--- config.mk ---
export PLATFORM = sky130hd
export DESIGN_NAME = safety_control_status_words
export DESIGN_NICKNAME = d
export VERILOG_FILES = /design/src/common/safety_words_pkg.sv /design/src/verilog/safety_control_status_words.sv
export VERILOG_INCLUDE_DIRS = /design/src /design/src/common
export SDC_FILE = /design/constraint.sdc
export NUM_CORES = 1
export LEC_CHECK = 0
export ABC_AREA = 1
export ABC_CLOCK_PERIOD_IN_PS = 800
export BUFFER_PORTS_ARGS = -buffer_cell sky130_fd_sc_hd__buf_2
export CAP_MARGIN = 40
export CORE_MARGIN = 5
export CORE_UTILIZATION = 38
export DETAILED_ROUTE_END_ITERATION = 6
export PLACE_DENSITY_LB_ADDON = 0.1
export SYNTH_ARGS = -nofsm -noshare
export SYNTH_HDL_FRONTEND = slang
export SYNTH_SLANG_ARGS = --single-unit
--- constraint.sdc ---
create_clock -name core_clk -period 0.8 [get_ports core_clk]
set_input_delay 0.04 -clock core_clk [delete_from_list [all_inputs] [get_ports core_clk]]
set_output_delay 0.04 -clock core_clk [all_outputs]
set_load 0.03 [all_outputs]
--- src/common/safety_words_defines.svh ---
// bit positions and reset values of the safety command and state words
// assumes 16-bit words, byte 0 in bits 7:0 and byte 1 in bits 15:8
`ifndef SAFETY_WORDS_DEFINES_SVH
`define SAFETY_WORDS_DEFINES_SVH

`define CMD_TORQUE_OFF_BIT   0
`define CMD_STOP_BIT         1
`define CMD_LIMSPEED_BIT     4
`define CMD_EVENT_ACK_BIT    7
`define CMD_LEVEL_LO_BIT     9
`define CMD_LEVEL_HI_BIT     10
`define CMD_DIR_POS_BIT      12
`define CMD_DIR_NEG_BIT      13

`define STA_TORQUE_OFF_BIT   0
`define STA_STOP_BIT         1
`define STA_LIMSPEED_BIT     4
`define STA_EVENT_BIT        7
`define STA_LEVEL_LO_BIT     9
`define STA_LEVEL_HI_BIT     10
`define STA_DIR_POS_BIT      12
`define STA_DIR_NEG_BIT      13
`define STA_SPEED_MON_BIT    15

`define INPUT_STATE_LSB      8
`define NUM_SAFE_INPUTS      3

// all selects inactive (ones) after reset, ack line idle low
`define CMD_A_RESET          16'h3617
`define WORD_ZERO            16'h0000

`endif

--- src/common/safety_words_pkg.sv ---
// types shared by the safety word block
// assumes the defines header sits in the include path
package safety_words_pkg;

  typedef struct packed {
    logic       torque_off;
    logic       controlled_stop;
    logic       limited_speed;
    logic [1:0] speed_level;
    logic       dir_pos;
    logic       dir_neg;
  } func_sel_t;

  typedef struct packed {
    logic [2:0] level;
    logic [2:0] in_use;
    logic [2:0] disabled;
  } safe_inputs_t;

endpackage

--- src/verilog/safety_control_status_words.sv ---
// decodes safety command words and builds safety state words
// assumes command words arrive synchronously, both words loaded on every edge that cmd_valid and clk_en are high
`timescale 1ns/1ps
`default_nettype none
`include "safety_words_defines.svh"

module safety_control_status_words
  import safety_words_pkg::*;
(
  input  wire logic                         core_clk,
  input  wire logic                         rst_n,
  input  wire logic                         clk_en,
  input  wire logic                         cmd_valid,
  input  wire logic [15:0]                  safety_command_word_a,
  input  wire logic [15:0]                  safety_command_word_b,
  input  wire logic                         event_raise,
  input  wire logic                         speed_below_limit,
  input  wire safety_words_pkg::safe_inputs_t safe_inputs,
  output logic [15:0]                       safety_state_word_a,
  output logic [15:0]                       safety_input_state_word,
  output logic                              event_ack_pulse,
  output safety_words_pkg::func_sel_t       func_active
);
  import safety_words_pkg::*;

  // ==========================================================
  // command capture
  logic [15:0] cmd_a_ff;
  logic [15:0] cmd_b_ff;
  logic        ack_prev_ff;

  always_ff @(posedge core_clk) begin
    if (!rst_n) begin
      cmd_a_ff <= `CMD_A_RESET;
      cmd_b_ff <= `WORD_ZERO;
    end else if (clk_en && cmd_valid) begin
      cmd_a_ff <= safety_command_word_a;
      cmd_b_ff <= safety_command_word_b;
    end
  end

  // ==========================================================
  // function decode; unlisted command bits are never looked at
  func_sel_t nxt_func;
  assign nxt_func.torque_off      = ~cmd_a_ff[`CMD_TORQUE_OFF_BIT];
  assign nxt_func.controlled_stop = ~cmd_a_ff[`CMD_STOP_BIT];
  assign nxt_func.limited_speed   = ~cmd_a_ff[`CMD_LIMSPEED_BIT];
  assign nxt_func.speed_level     = {cmd_a_ff[`CMD_LEVEL_HI_BIT], cmd_a_ff[`CMD_LEVEL_LO_BIT]};
  assign nxt_func.dir_pos         = ~cmd_a_ff[`CMD_DIR_POS_BIT];
  assign nxt_func.dir_neg         = ~cmd_a_ff[`CMD_DIR_NEG_BIT];

  // ==========================================================
  // acknowledge edge and event flag
  // a steady zero must not ack, so only the falling edge counts
  wire ack_fall = ack_prev_ff & ~cmd_a_ff[`CMD_EVENT_ACK_BIT];
  logic event_ff;
  logic ack_pulse_ff;
  // a new event in the ack cycle keeps the flag set
  wire  nxt_event = event_raise | (event_ff & ~ack_fall);

  always_ff @(posedge core_clk) begin
    if (!rst_n) begin
      ack_prev_ff  <= 1'b0;
      event_ff     <= 1'b0;
      ack_pulse_ff <= 1'b0;
      func_active  <= '0;
    end else if (clk_en) begin
      ack_prev_ff  <= cmd_a_ff[`CMD_EVENT_ACK_BIT];
      event_ff     <= nxt_event;
      ack_pulse_ff <= ack_fall;
      func_active  <= nxt_func;
    end
  end
  assign event_ack_pulse = ack_pulse_ff;

  // ==========================================================
  // state word a
  logic [15:0] nxt_state_a;
  always_comb begin
    nxt_state_a = `WORD_ZERO;
    nxt_state_a[`STA_TORQUE_OFF_BIT] = nxt_func.torque_off;
    nxt_state_a[`STA_STOP_BIT]       = nxt_func.controlled_stop;
    nxt_state_a[`STA_LIMSPEED_BIT]   = nxt_func.limited_speed;
    nxt_state_a[`STA_EVENT_BIT]      = nxt_event;
    nxt_state_a[`STA_LEVEL_LO_BIT]   = nxt_func.speed_level[0];
    nxt_state_a[`STA_LEVEL_HI_BIT]   = nxt_func.speed_level[1];
    nxt_state_a[`STA_DIR_POS_BIT]    = nxt_func.dir_pos;
    nxt_state_a[`STA_DIR_NEG_BIT]    = nxt_func.dir_neg;
    nxt_state_a[`STA_SPEED_MON_BIT]  = speed_below_limit;
  end

  // ==========================================================
  // input state word
  logic [15:0] nxt_input_state;
  logic [2:0]  input_gated;
  genvar gi;
  generate
    for (gi = 0; gi < `NUM_SAFE_INPUTS; gi++) begin : g_in
      // unused or discrepancy-disabled inputs read zero regardless of level
      assign input_gated[gi] = safe_inputs.level[gi] & safe_inputs.in_use[gi]
                             & ~safe_inputs.disabled[gi];
    end
  endgenerate
  always_comb begin
    nxt_input_state = `WORD_ZERO;
    nxt_input_state[`INPUT_STATE_LSB +: `NUM_SAFE_INPUTS] = input_gated;
  end

  always_ff @(posedge core_clk) begin
    if (!rst_n) begin
      safety_state_word_a     <= `WORD_ZERO;
      safety_input_state_word <= `WORD_ZERO;
    end else if (clk_en) begin
      safety_state_word_a     <= nxt_state_a;
      safety_input_state_word <= nxt_input_state;
    end
  end

  // ==========================================================
  // checks: command decode
  // the first edge after reset still shows the reset word, so mappings wait one edge
  a_torque_select_map: assert property (@(posedge core_clk) disable iff (!rst_n)
    $past(clk_en) && $past(rst_n) |-> safety_state_word_a[0] == ~$past(cmd_a_ff[0]))
    else $error("torque off status does not follow select");

  a_stop_select_map: assert property (@(posedge core_clk) disable iff (!rst_n)
    $past(clk_en) && $past(rst_n) |-> safety_state_word_a[1] == ~$past(cmd_a_ff[1]))
    else $error("controlled stop status does not follow select");

  a_limspeed_select_map: assert property (@(posedge core_clk) disable iff (!rst_n)
    $past(clk_en) && $past(rst_n) |-> safety_state_word_a[4] == ~$past(cmd_a_ff[4]))
    else $error("limited speed status does not follow select");

  a_level_echo: assert property (@(posedge core_clk) disable iff (!rst_n)
    $past(clk_en) && $past(rst_n) |-> safety_state_word_a[10:9] == {$past(cmd_a_ff[10]), $past(cmd_a_ff[9])})
    else $error("speed level not echoed");

  a_dir_pos_map: assert property (@(posedge core_clk) disable iff (!rst_n)
    $past(clk_en) && $past(rst_n) |-> safety_state_word_a[12] == ~$past(cmd_a_ff[12]))
    else $error("positive direction status wrong");

  a_dir_neg_map: assert property (@(posedge core_clk) disable iff (!rst_n)
    $past(clk_en) && $past(rst_n) |-> safety_state_word_a[13] == ~$past(cmd_a_ff[13]))
    else $error("negative direction status wrong");

  a_speed_mon_map: assert property (@(posedge core_clk) disable iff (!rst_n)
    $past(clk_en) && $past(rst_n) |-> safety_state_word_a[15] == $past(speed_below_limit))
    else $error("speed monitor bit wrong");

  a_func_torque_map: assert property (@(posedge core_clk) disable iff (!rst_n)
    $past(clk_en) && $past(rst_n) |-> func_active.torque_off == ~$past(cmd_a_ff[0]))
    else $error("torque off function flag wrong");

  a_func_stop_map: assert property (@(posedge core_clk) disable iff (!rst_n)
    $past(clk_en) && $past(rst_n) |-> func_active.controlled_stop == ~$past(cmd_a_ff[1]))
    else $error("controlled stop function flag wrong");

  a_func_limspeed_map: assert property (@(posedge core_clk) disable iff (!rst_n)
    $past(clk_en) && $past(rst_n) |-> func_active.limited_speed == ~$past(cmd_a_ff[4]))
    else $error("limited speed function flag wrong");

  a_func_level_map: assert property (@(posedge core_clk) disable iff (!rst_n)
    $past(clk_en) && $past(rst_n) |-> func_active.speed_level == $past(cmd_a_ff[10:9]))
    else $error("speed level function field wrong");

  a_func_dir_pos: assert property (@(posedge core_clk) disable iff (!rst_n)
    $past(clk_en) && $past(rst_n) |-> func_active.dir_pos == ~$past(cmd_a_ff[12]))
    else $error("positive direction function flag wrong");

  a_func_dir_neg: assert property (@(posedge core_clk) disable iff (!rst_n)
    $past(clk_en) && $past(rst_n) |-> func_active.dir_neg == ~$past(cmd_a_ff[13]))
    else $error("negative direction function flag wrong");

  a_torque_agree: assert property (@(posedge core_clk) disable iff (!rst_n)
    func_active.torque_off == safety_state_word_a[0])
    else $error("torque off flag and state bit differ");

  a_stop_agree: assert property (@(posedge core_clk) disable iff (!rst_n)
    func_active.controlled_stop == safety_state_word_a[1])
    else $error("controlled stop flag and state bit differ");

  a_limspeed_agree: assert property (@(posedge core_clk) disable iff (!rst_n)
    func_active.limited_speed == safety_state_word_a[4])
    else $error("limited speed flag and state bit differ");

  a_level_agree: assert property (@(posedge core_clk) disable iff (!rst_n)
    func_active.speed_level == safety_state_word_a[10:9])
    else $error("speed level field and state bits differ");

  a_dir_pos_agree: assert property (@(posedge core_clk) disable iff (!rst_n)
    func_active.dir_pos == safety_state_word_a[12])
    else $error("positive direction flag and state bit differ");

  a_dir_neg_agree: assert property (@(posedge core_clk) disable iff (!rst_n)
    func_active.dir_neg == safety_state_word_a[13])
    else $error("negative direction flag and state bit differ");

  // ==========================================================
  // checks: event and acknowledge
  a_ack_falling_only: assert property (@(posedge core_clk) disable iff (!rst_n)
    clk_en && event_ff && !event_raise && !ack_fall |=> event_ff)
    else $error("event flag cleared without falling ack");

  a_ack_clears_event: assert property (@(posedge core_clk) disable iff (!rst_n)
    clk_en && ack_fall && !event_raise |=> !event_ff && event_ack_pulse)
    else $error("falling ack did not clear event");

  a_ack_needs_fall: assert property (@(posedge core_clk) disable iff (!rst_n)
    clk_en && !ack_fall |=> !event_ack_pulse)
    else $error("ack pulse without falling ack");

  a_steady_zero_no_ack: assert property (@(posedge core_clk) disable iff (!rst_n)
    clk_en && !ack_prev_ff |=> !event_ack_pulse)
    else $error("steady zero produced an ack pulse");

  a_ack_pulse_on_fall: assert property (@(posedge core_clk) disable iff (!rst_n)
    clk_en && ack_fall |=> event_ack_pulse)
    else $error("falling ack gave no pulse");

  a_event_sets_flag: assert property (@(posedge core_clk) disable iff (!rst_n)
    clk_en && event_raise |=> event_ff && safety_state_word_a[7])
    else $error("internal event not signalled");

  a_event_set_wins: assert property (@(posedge core_clk) disable iff (!rst_n)
    clk_en && event_raise && ack_fall |=> event_ff)
    else $error("ack in event cycle lost the event");

  a_event_bit_tracks: assert property (@(posedge core_clk) disable iff (!rst_n)
    safety_state_word_a[7] == event_ff)
    else $error("event state bit and flag differ");

  a_idle_no_event: assert property (@(posedge core_clk) disable iff (!rst_n)
    clk_en && !event_ff && !event_raise |=> !safety_state_word_a[7])
    else $error("event bit set in fault-free operation");

  // ==========================================================
  // checks: input state word
  a_unused_input_zero: assert property (@(posedge core_clk) disable iff (!rst_n)
    clk_en && !safe_inputs.in_use[0] |=> !safety_input_state_word[8])
    else $error("unused input reads nonzero");

  a_unused_input1_zero: assert property (@(posedge core_clk) disable iff (!rst_n)
    clk_en && !safe_inputs.in_use[1] |=> !safety_input_state_word[9])
    else $error("unused input 1 reads nonzero");

  a_unused_input2_zero: assert property (@(posedge core_clk) disable iff (!rst_n)
    clk_en && !safe_inputs.in_use[2] |=> !safety_input_state_word[10])
    else $error("unused input 2 reads nonzero");

  a_disabled_input_zero: assert property (@(posedge core_clk) disable iff (!rst_n)
    clk_en && safe_inputs.disabled[1] |=> !safety_input_state_word[9])
    else $error("disabled input reads nonzero");

  a_disabled_input0_zero: assert property (@(posedge core_clk) disable iff (!rst_n)
    clk_en && safe_inputs.disabled[0] |=> !safety_input_state_word[8])
    else $error("disabled input 0 reads nonzero");

  a_disabled_input2_zero: assert property (@(posedge core_clk) disable iff (!rst_n)
    clk_en && safe_inputs.disabled[2] |=> !safety_input_state_word[10])
    else $error("disabled input 2 reads nonzero");

  a_input_level_pass: assert property (@(posedge core_clk) disable iff (!rst_n)
    clk_en && safe_inputs.in_use[2] && !safe_inputs.disabled[2]
    |=> safety_input_state_word[10] == $past(safe_inputs.level[2]))
    else $error("input level not passed");

  a_input0_level_pass: assert property (@(posedge core_clk) disable iff (!rst_n)
    clk_en && safe_inputs.in_use[0] && !safe_inputs.disabled[0]
    |=> safety_input_state_word[8] == $past(safe_inputs.level[0]))
    else $error("input 0 level not passed");

  a_input1_level_pass: assert property (@(posedge core_clk) disable iff (!rst_n)
    clk_en && safe_inputs.in_use[1] && !safe_inputs.disabled[1]
    |=> safety_input_state_word[9] == $past(safe_inputs.level[1]))
    else $error("input 1 level not passed");

  // ==========================================================
  // checks: freeze and reserved bits
  a_freeze_state_a: assert property (@(posedge core_clk) disable iff (!rst_n)
    !clk_en |=> $stable(safety_state_word_a))
    else $error("state word a moved while frozen");

  a_freeze_input_word: assert property (@(posedge core_clk) disable iff (!rst_n)
    !clk_en |=> $stable(safety_input_state_word))
    else $error("input state word moved while frozen");

  a_reserved_zero: assert property (@(posedge core_clk) disable iff (!rst_n)
    safety_input_state_word[7:0] == 8'h00 && safety_input_state_word[15:11] == 5'h00
    && safety_state_word_a[3:2] == 2'h0 && safety_state_word_a[14] == 1'b0)
    else $error("reserved state bits nonzero");

  a_reserved_gap_zero: assert property (@(posedge core_clk) disable iff (!rst_n)
    safety_state_word_a[6:5] == 2'h0 && safety_state_word_a[8] == 1'b0 && safety_state_word_a[11] == 1'b0)
    else $error("not relevant state bits nonzero");

endmodule
`default_nettype wire
* Word-level counts from Yosys, hierarchy flattened *
Index checks and enable logic that the tools add are counted.

word-level totals
  output and inout port bits = 40
  word-level logic and storage cells = 32
  flip-flop bits (word level) = 36

cells by class
  reductions and logical operators = 1
  bitwise operators = 19

operator list
  kind                 number
  $not A1 Y1           10
  $and A1 B1 Y1        8
  $logic_and A1 B1 Y1  1
  $or A1 B1 Y1         1

* Depth between registers and ports, before layout *
Gate-level depths: netlist of the first run.

  depth in word-level cells = 5
  gate-level depth with buffers = 5
  gate-level depth less buffers = 4

* Worst setup path before layout of the first run *
OpenSTA, ideal clock, no wires.

  kind = flip-flop to output port
  from = register safety_state_word_a[0]
  to = output safety_state_word_a[0]
  data arrival time = 0.736 ns
  slack = 0.024 ns
  cell stages (with the launch flop) = 2
  buffers on the path = 1
  cell sequence = dfxtp_1 > buf_4

RTL lines
  element                 RTL line                            RTL
  from (decl)             safety_control_status_words.sv:19   output logic [15:0] safety_state_word_a,
  from (signal assigned)  safety_control_status_words.sv:111  safety_state_word_a <= `WORD_ZERO;
  from (signal assigned)  safety_control_status_words.sv:114  safety_state_word_a <= nxt_state_a;

No word-level cell between the ends.

* Final worst setup path of the first run *
  from = register safety_state_word_a[12]
  to = output safety_state_word_a[12]

No word-level cell between the ends.

==> metrics.md, run 1 <==
| Metric | Value |
|---|---|
| Ys async rst share | 0 |
| Final Core Density | 0.587 |
| DP Area | roughly 0.0012 mm² |
| Synth Register Bits | 22 |
| Die H | 63.3 µm |
| Share of the clock period used by the worst path | 1.07 |
| GRT busiest layer | met2 |
| Final wirelength | 2.49 mm |
| CP Data Arrival Time | 0.82 ns |
| Setup TNS | -0.775 ns |
| EDFF count, synth | 0 |
| WP data required | 0.76 ns |
| Max Clk Rate | 1.16 GHz |
| Top delay family on crit path | flip-flops |
| GRT Util Overall | 0.124 |
| Crit Path Category | reg -> out |
| Post-synth top area share | 0.408 |
| Sequential-to-total area share from yosys stat | 0.408 |
| # nets final | 230 |
| Fraction of layout cells with a size suffix above 1 | 0.522 |
| Synth cell count leaders | buf_4 (29), dfxtp_1 (22), nand2_1 (16), a21oi_2 (8), nand3_1 (8) |
| Largest net degree at the start of global routing | 22 |
| Io pins | 87 |
| Setup violators final | 20 |
| Iteration-0 DRC Markers | 36 |
| CTS tree | built |
| Crit-path slowest cell | dfxtp_2 |
| Largest cells by area after synthesis | dfxtp_1 (41%), buf_4 (20%), a21oi_2 (6.5%), o21ai_2 (5.7%), nand2_1 (5.6%) |
| Mapped cell area | 0.00108 mm² |
| Gate count of the mapped netlist | 120 |
| CTS Root Cell | clkbuf_4 |
| Non-Filler Instances | 213 |
| Crit start category | flop |
| Global-route wire length before repair | ~4.0 mm |
| Clk buf depth | 2 |
| Antenna violation net count after detailed routing | 0 |
| Hold Crit Class | in -> reg |
| H-tree depth | 1 |
| Ant diodes | 0 |
| Unrepaired setup endpoints after global routing | yes |
| Routability congestion estimate | 0.669 |
| Die X | 63.3 µm |
| GR Util met2 | 0.228 |
| Starting Density | 0.395 |
| Most common cell in the synthesized netlist | buf_4 |
| CTS Sinks | 22 |
| DRC | 0 |
| Main synth FF type | dfxtp_1 |
| Max Slew Vio Count | 0 |
| Yosys cell types | 20 |
| Post-Place Cells | 183 |
| Critical path's largest stage delay | 0.38 ns |
| Worst Path Max Fanout | 3 |
| Grt met3 use | 0.0284 |
| Crit end category | output pin |
| Worst Path Buf+Inv | 1 |
| Vias in the first global route | 866 |
| Routed WL per cell | approximately 12 µm |
| Dpl hpwl | 1.60 mm |
| Peak VDD IR | 1.04 mV |
| Clock Pin Slew Worst Setup and Hold Paths | 0.12 ns |
| Met1 usage | 0.134 |
| Power Dens Cells | ~1600 mW/mm² |
| Max_cap viols | 0 |
| Global route overflow | 0 |
| Area growth, synth to finish | 48.6% |
| Final WS setup | -0.0598 ns |
| Final instance area | 0.00160 mm² |
| Initial antenna violation count | 0 |
| DRT Pass-1 Iters | 4 |
| Leak | 0.000766 µW |
| Std cell rows | 19 |
| Final setup skew | 0.00268 ns |
| Outcome | finished with violations |
| Syn. warnings | 0 |
| Input/output buffers | between 40 and 50 |
| Failing checks | setup timing |
| DR vias | roughly 900 |
| Min cycle time layout | 0.860 ns |
| Die area | 0.00401 mm² |
| Core Box Area | 0.00273 mm² |
| CTS buffer count | 3 |
| Yosys top cell by area | dfxtp_1 |
| Clk Latency, worst-skew pair | 0.30 ns |
| Cell breakdown of the critical path | buf_6 |
| Final hold viol count | 0 |
| Avg Cell Area, Syn | 9.00 µm² |
| Vias per inst | around 4.2 |
[per-layer routing]
metal  vias up  wire (µm)  part of all wire
li1        467          -                 -
met1       397        915              0.37
met2        35       1340              0.54
met3         4        182             0.073
met5         -          0                 0
met4         0         46             0.018
[flip-flops by register name, summed over array words and instances, names as in the netlist]
| signal | flops |
|---|---|
| safety_input_state_word | 3 |
| safety_state_word_a | 8 |
| func_active | 1 |
| cmd_a_ff | 8 |
| event_ack_pulse | 1 |
| ack_prev_ff | 1 |
[power breakdown]
group          switching, µW  leakage (µW)  internal, µW
Combinational            444      0.000558           329
Clock                    325     0.0000210           277
Sequential              54.7      0.000187          1180
Total                    823      0.000766          1780
[path summary, 6_finish.rpt]
kind                                               endpoint                    start  slack (ns)  cells after the start
worst max register to register      safety_state_word_a[12]  safety_state_word_a[12]        0.05                      3
worst max-delay path                safety_state_word_a[12]  safety_state_word_a[12]       -0.06                      1
worst min register to register      safety_state_word_a[12]             cmd_a_ff[12]        0.44                      1
worst min-delay path            safety_input_state_word[10]           safe_inputs[8]        0.02                      3
[worst register-to-register path, cell delays in order, from the launching register on]
cell and delay [ns]:
dfxtp_2 0.36, buf_4 0.13, o21ai_2 0.13, a21oi_2 0.04
[area by class of cell]
cell class	instances	area, µm²
fill	250	1130
timing repair buffer	72	621
sequential	22	460
multi-input combinational	80	430
tap	31	38.8
clock buffer	4	36.3
inverter	4	17.5
[kinds of logic after synthesis]
kind of cell,Yosys count,share of synthesized area
other cells,1,0.00347
simple gates,35,0.151
compound gates,25,0.168
buf+inv,37,0.270
flops,22,0.408
[per-stage QoR]
step / setup WS, ns / total power (µW) / hold WS [ns]
global route: -0.0989 / 2750 / 0.0289
finish: -0.0598 / 2600 / 0.0182
global placement: 0.0536 / 1820 / 0.240
detailed placement: 0.0405 / 1830 / 0.243
CTS: -0.0721 / 2600 / 0.0000849
floorplan: 0.0236 / 1790 / 0.153
[placed cells by master (no fill, tap or decap), types with 2 or more instances in the layout]
cell and n:
dfxtp_1 8, nor2_1 6, a21oi_1 3, dlygate4sd3_1 17
clkbuf_4 3, o21ai_1 5, nand2_1 15, nand3_1 7
a21oi_2 9, nand2_2 2, dfxtp_2 13, o21ai_2 7
buf_6 18, buf_12 2, inv_1 2, conb_1 20
buf_4 13, buf_2 22, nand3b_1 3
[repair_timing]
item,CTS,global route
hold buffers,17,0
pin swaps,0,1
buffers inserted,9,0
gates resized for setup,45,11
endpoints found under the setup margin,20,22
hold endpoints to repair,12,0
Note: power is estimated with default switching activity, not from simulation.
==> run 2, diff against run 1 <==
SETUP_SLACK_MARGIN = 0.5   (was default)
==> run 2 against run 1 <==
Against the previous run: the flow finishes with violations (hold timing, setup timing); utilization is 3.5 points lower; count of clock-buffer cells in the layout stayed put; cell count is 8.5% lower; register-to-register slack hardly changed; global-route usage is 1.7 points lower; sequential power hardly changed; die area stayed put; routed wire length is 14% lower; sequential share of layout area is 4.3 points higher; combinational power is 6.5% lower; clock power is 0.7% higher; critical endpoint is now func_active[2].
==> metrics.md, run 2 (same netlist as run 1, synthesis figures left out) <==
| Metric | Value |
|---|---|
| Largest net degree at the start of global routing | 22 |
| Fraction of layout cells with a size suffix above 1 | 0.665 |
| Critical path's largest stage delay | roughly 0.39 ns |
| Worst Path Buf+Inv | 1 |
| H-tree depth | 1 |
| Std cell rows | 19 |
| Cell breakdown of the critical path | buf_6 |
| Io pins | 87 |
| Setup TNS | -0.877 ns |
| Outcome | finished with violations |
| Routed WL per cell | about 11 µm |
| Iteration-0 DRC Markers | 16 |
| Antenna violation net count after detailed routing | 0 |
| Share of the clock period used by the worst path | 1.07 |
| Global-route wire length before repair | 3.53 mm |
| # nets final | ~210 |
| Worst Path Max Fanout | 3 |
| CTS Root Cell | clkbuf_4 |
| Leak | around 0.00070 µW |
| Final hold viol count | 12 |
| Crit-path slowest cell | dfxtp_4 |
| Top delay family on crit path | flip-flops |
| Crit end category | output pin |
| Input/output buffers | 42 |
| Crit start category | flop |
| Routability congestion estimate | between 0.6 and 0.7 |
| Hold Crit Class | in -> reg |
| Ant diodes | 0 |
| Power Dens Cells | ~1700 mW/mm² |
| Largest regs | cmd_a_ff: 8 flops, safety_state_word_a: 8 flops, safety_input_state_word: 3 flops |
| CP Data Arrival Time | 0.82 ns |
| Die X | 63.3 µm |
| Starting Density | 0.395 |
| Initial antenna violation count | 0 |
| GRT Util Overall | 0.107 |
| CTS buffer count | 3 |
| Core Box Area | 0.00273 mm² |
| Vias in the first global route | 816 |
| Clk buf depth | 2 |
| Clk Latency, worst-skew pair | 0.30 ns |
| Area growth, synth to finish | 39.7% |
| DR vias | 841 |
| Final Core Density | 0.552 |
| Max Clk Rate | 1.16 GHz |
| CTS Sinks | 22 |
| Most common cell after layout, fill and taps aside | buf_2 |
| Unrepaired setup endpoints after global routing | yes |
| WP data required | 0.76 ns |
| DRT Pass-1 Iters | 4 |
| DRC | 0 |
| Most frequent cells in the layout | buf_2 (22), buf_6 (21), conb_1 (20) |
| Clock Pin Slew Worst Setup and Hold Paths | 0.12 ns |
| Peak VDD IR | 1.12 mV |
| Global route overflow | 0 |
| Setup violators final | 20 |
| Min cycle time layout | 0.859 ns |
| Final wirelength | 2.15 mm |
| WHS | -0.0629 ns |
| Die H | around 63 µm |
| Crit Path Category | reg -> out |
| Max_cap viols | 0 |
| Dpl hpwl | roughly 1.6 mm |
| Final WS setup | -0.0592 ns |
| Vias per inst | roughly 4.3 |
| Failing checks | hold timing, setup timing |
| Die area | 0.00401 mm² |
| CTS tree | built |
| Final setup skew | 0.00548 ns |
| Max Slew Vio Count | 0 |
-- run 2: cell count changes in the layout (fill, tap and decap cells not counted), moves of 4 or more --
cell / change
dfxtp_1: -8
dlygate4sd3_1: -17
o21ai_2: +5
o21ai_1: -4
buf_4: -4
dfxtp_4: +11
-- run 2: final timing paths --
path	cells past startpoint	startpoint	end	slack, ns
max	1	func_active[2]	func_active[2]	-0.06
min	3	safety_command_word_a[10]	cmd_a_ff[10]	-0.06
max reg2reg	3	safety_state_word_a[13]	safety_state_word_a[13]	0.05
min reg2reg	1	cmd_a_ff[12]	safety_state_word_a[12]	0.42
-- run 2: stage by stage --
stage / std cells / power, µW / worst slack [ns] / instance area (µm²)
final: 195 / 2550 / -0.0592 / 1510
after global routing: 195 / 2720 / -0.112 / 1510
after CTS: 194 / 2580 / -0.0786 / 1480
after detailed placement: 183 / 1820 / 0.0559 / 1240
after global placement: 183 / 1810 / 0.0571 / 1240
after floorplan: 139 / 1810 / 0.153 / 1250
-- run 2: timing repair --
action                                  CTS  global route
gates resized for setup                  50             6
pin swaps                                 5             2
endpoints found under the setup margin   42            42
setup buffers                             7             1
endpoints found under the hold margin    13            13
-- run 2: area by class of cell --
| cell class | instances | area [µm²] |
|---|---|---|
| clock buffers | 4 | 36.3 |
| fillers | 259 | 1220 |
| inverters | 4 | 20.0 |
| multi-input cells | 80 | 462 |
| flip-flops and latches | 22 | 498 |
| well taps | 31 | 38.8 |
| repair buffers | 54 | 454 |
-- run 2: metal layers --
metal / GRT usage / part of all wire / routed length (µm) / vias to the layer above
li1: - / - / - / 432
met1: 0.127 / 0.40 / 867 / 371
met2: 0.183 / 0.50 / 1080 / 36
met3: 0.0284 / 0.087 / 186 / 2
met4: 0.0390 / 0.0074 / 16 / 0
met5: 0 / 0 / 0 / -
-- run 2: power by group --
part	total (µW)	internal [µW]	switching (µW)
clock network	606	277	329
registers	1220	1160	60.4
logic	722	287	436
total	2550	1730	825
==> run 3, diff against run 2 <==
CELL_PAD_IN_SITES_DETAIL_PLACEMENT = 1   (was default)
CELL_PAD_IN_SITES_GLOBAL_PLACEMENT = 2   (was default)
CORE_UTILIZATION = 19   (was 38)
==> run 3 against run 2 <==
Against the previous run: fmax up 7.0%; worst setup slack improved by 0.056 ns; combinational power rose by 3%; critical path depth stayed put; die area rose by 82%; via count is 3.7% higher; the run still ends with hold timing, setup timing left; critical endpoint is now func_active[5]; sequential cell count is the same; count of clock-buffer cells in the layout did not move; sequential power barely moved; total power increased by 4.8%.
==> metrics.md, run 3 (same netlist as run 1, synthesis figures left out) <==
| Metric | Value |
|---|---|
| Top delay family on crit path | flip-flops |
| WHS | -0.0151 ns |
| CTS Root Cell | clkbuf_8 |
| WP data required | 0.76 ns |
| Largest regs | cmd_a_ff: 8 flops, safety_state_word_a: 8 flops, safety_input_state_word: 3 flops |
| R2r startpoint | safety_state_word_a[0] |
| Max Slew Vio Count | 0 |
| Global-route wire length before repair | 4.49 mm |
| Input/output buffers | 42 |
| Final wirelength | 2.65 mm |
| Critical path's largest stage delay | about 0.37 ns |
| Peak VDD IR | approximately 0.53 mV |
| Worst Hold Launch | safety_command_word_a[1] |
| DRT Pass-1 Iters | 2 |
| Crit Path Category | reg -> out |
| Clk Latency, worst-skew pair | 0.26 ns |
| Crit-path slowest cell | dfxtp_4 |
| Hold Path Depth | 3 |
| Vias in the first global route | between 900 and 1000 |
| Fraction of layout cells with a size suffix above 1 | 0.683 |
| Reg2reg end | safety_state_word_a[0] |
| Failing checks | hold timing, setup timing |
| Initial antenna violation count | 0 |
| Io pins | 87 |
| CTS buffer count | 3 |
| Unrepaired setup endpoints after global routing | yes |
| R2R Setup Slk | 0.06 ns |
| Worst setup path start | safety_state_word_a[1] |
| Most common cell after layout, fill and taps aside | buf_2 |
| Share of the clock period used by the worst path | 1.00 |
| DR vias | just under 900 |
| Dpl hpwl | 2.06 mm |
| Final setup skew | 0.00742 ns |
| Hold Crit Class | in -> reg |
| Antenna violation net count after detailed routing | 0 |
| Iteration-0 DRC Markers | 11 |
| Leak | 0.000700 µW |
| Die X | 85.4 µm |
| Std cell rows | 27 |
| Clock Pin Slew Worst Setup and Hold Paths | 0.08 ns |
| Final Core Density | 0.289 |
| GRT Util Overall | 0.0774 |
| Max Clk Rate | around 1.2 GHz |
| Crit end category | output pin |
| Largest net degree at the start of global routing | 22 |
| Die area | 0.00729 mm² |
| Vias per inst | 3.69 |
| # nets final | 212 |
| Reg2Reg Depth | 3 |
| Setup violators final | 4 |
| CTS Sinks | 22 |
| CTS tree | built |
| Routed WL per cell | roughly 11 µm |
| Ant diodes | 0 |
| Power Dens Cells | around 1700 mW/mm² |
| Min cycle time layout | 0.803 ns |
| Worst Path Max Fanout | 3 |
| Worst Path Buf+Inv | 1 |
| Die H | roughly 85 µm |
| Crit start category | flop |
| DRC | 0 |
| WHS Endpoint | cmd_a_ff[1] |
| CP Data Arrival Time | 0.76 ns |
| Setup TNS | -0.00754 ns |
| Routability congestion estimate | 0.680 |
| Core Box Area | 0.00551 mm² |
| Final hold viol count | 5 |
| Area growth, synth to finish | 47.6% |
| Global route overflow | 0 |
| Starting Density | 0.196 |
| Most frequent cells in the layout | buf_2 (22), buf_6 (21), conb_1 (20) |
| Outcome | finished with violations |
| H-tree depth | 1 |
| Clk buf depth | 2 |
| Final WS setup | -0.00321 ns |
| Cell breakdown of the critical path | buf_6 |
| Overall power | approximately 2700 µW |
| Max_cap viols | 0 |
==> run 3: worst max-delay path by stage <==
stage / end / slack (ns) / depth (start not counted)
finish: func_active[5] / -0.003 / 1
global route: safety_state_word_a[13] / -0.04 / 1
CTS: func_active[5] / -0.02 / 1
detailed placement: safety_state_word_a[7] / 0.04 / 5
global placement: safety_state_word_a[7] / 0.07 / 5
floorplan: safety_state_word_a[7] / 0.15 / 4
==> run 3: where the power goes <==
group	internal, µW	total [µW]	switching (µW)
logic	292	741	449
registers	1160	1230	64.7
clock network	355	704	349
total	1810	2670	863
==> run 3: per-stage QoR <==
stage | hold slack (ns) | setup WS [ns] | cell area, µm² | instances
after detailed placement | 0.250 | 0.0422 | 1290 | 224
after global placement | 0.246 | 0.0668 | 1290 | 224
after CTS | -0.0247 | -0.0218 | 1540 | 234
after global routing | -0.00660 | -0.0363 | 1590 | 236
after floorplan | 0.153 | 0.153 | 1250 | 139
final | -0.0151 | -0.00321 | 1590 | 236
==> run 3: cell type report <==
type	count	area, µm²
Fill cell	656	3910
Sequential cell	22	498
Multi-Input combinational cell	80	484
Timing Repair Buffer	54	454
Tap cell	72	90.1
Clock buffer	4	45.0
Inverter	4	22.5
==> run 3: routing by layer <==
| metal | vias to the layer above | part of all wire | global-route usage | routed length (µm) |
|---|---|---|---|---|
| li1 | 437 | - | - | - |
| met5 | - | 0 | 0 | 0 |
| met4 | 0 | 0.014 | 0.0432 | 36 |
| met2 | 39 | 0.53 | 0.135 | 1390 |
| met1 | 391 | 0.38 | 0.0838 | 1010 |
| met3 | 5 | 0.079 | 0.0214 | 210 |
==> run 3: timing repair <==
action,CTS,global route
pin swaps,5,2
resized for setup,53,9
setup buffers,6,2
endpoints found under the setup margin,42,42
endpoints found under the hold margin,7,2
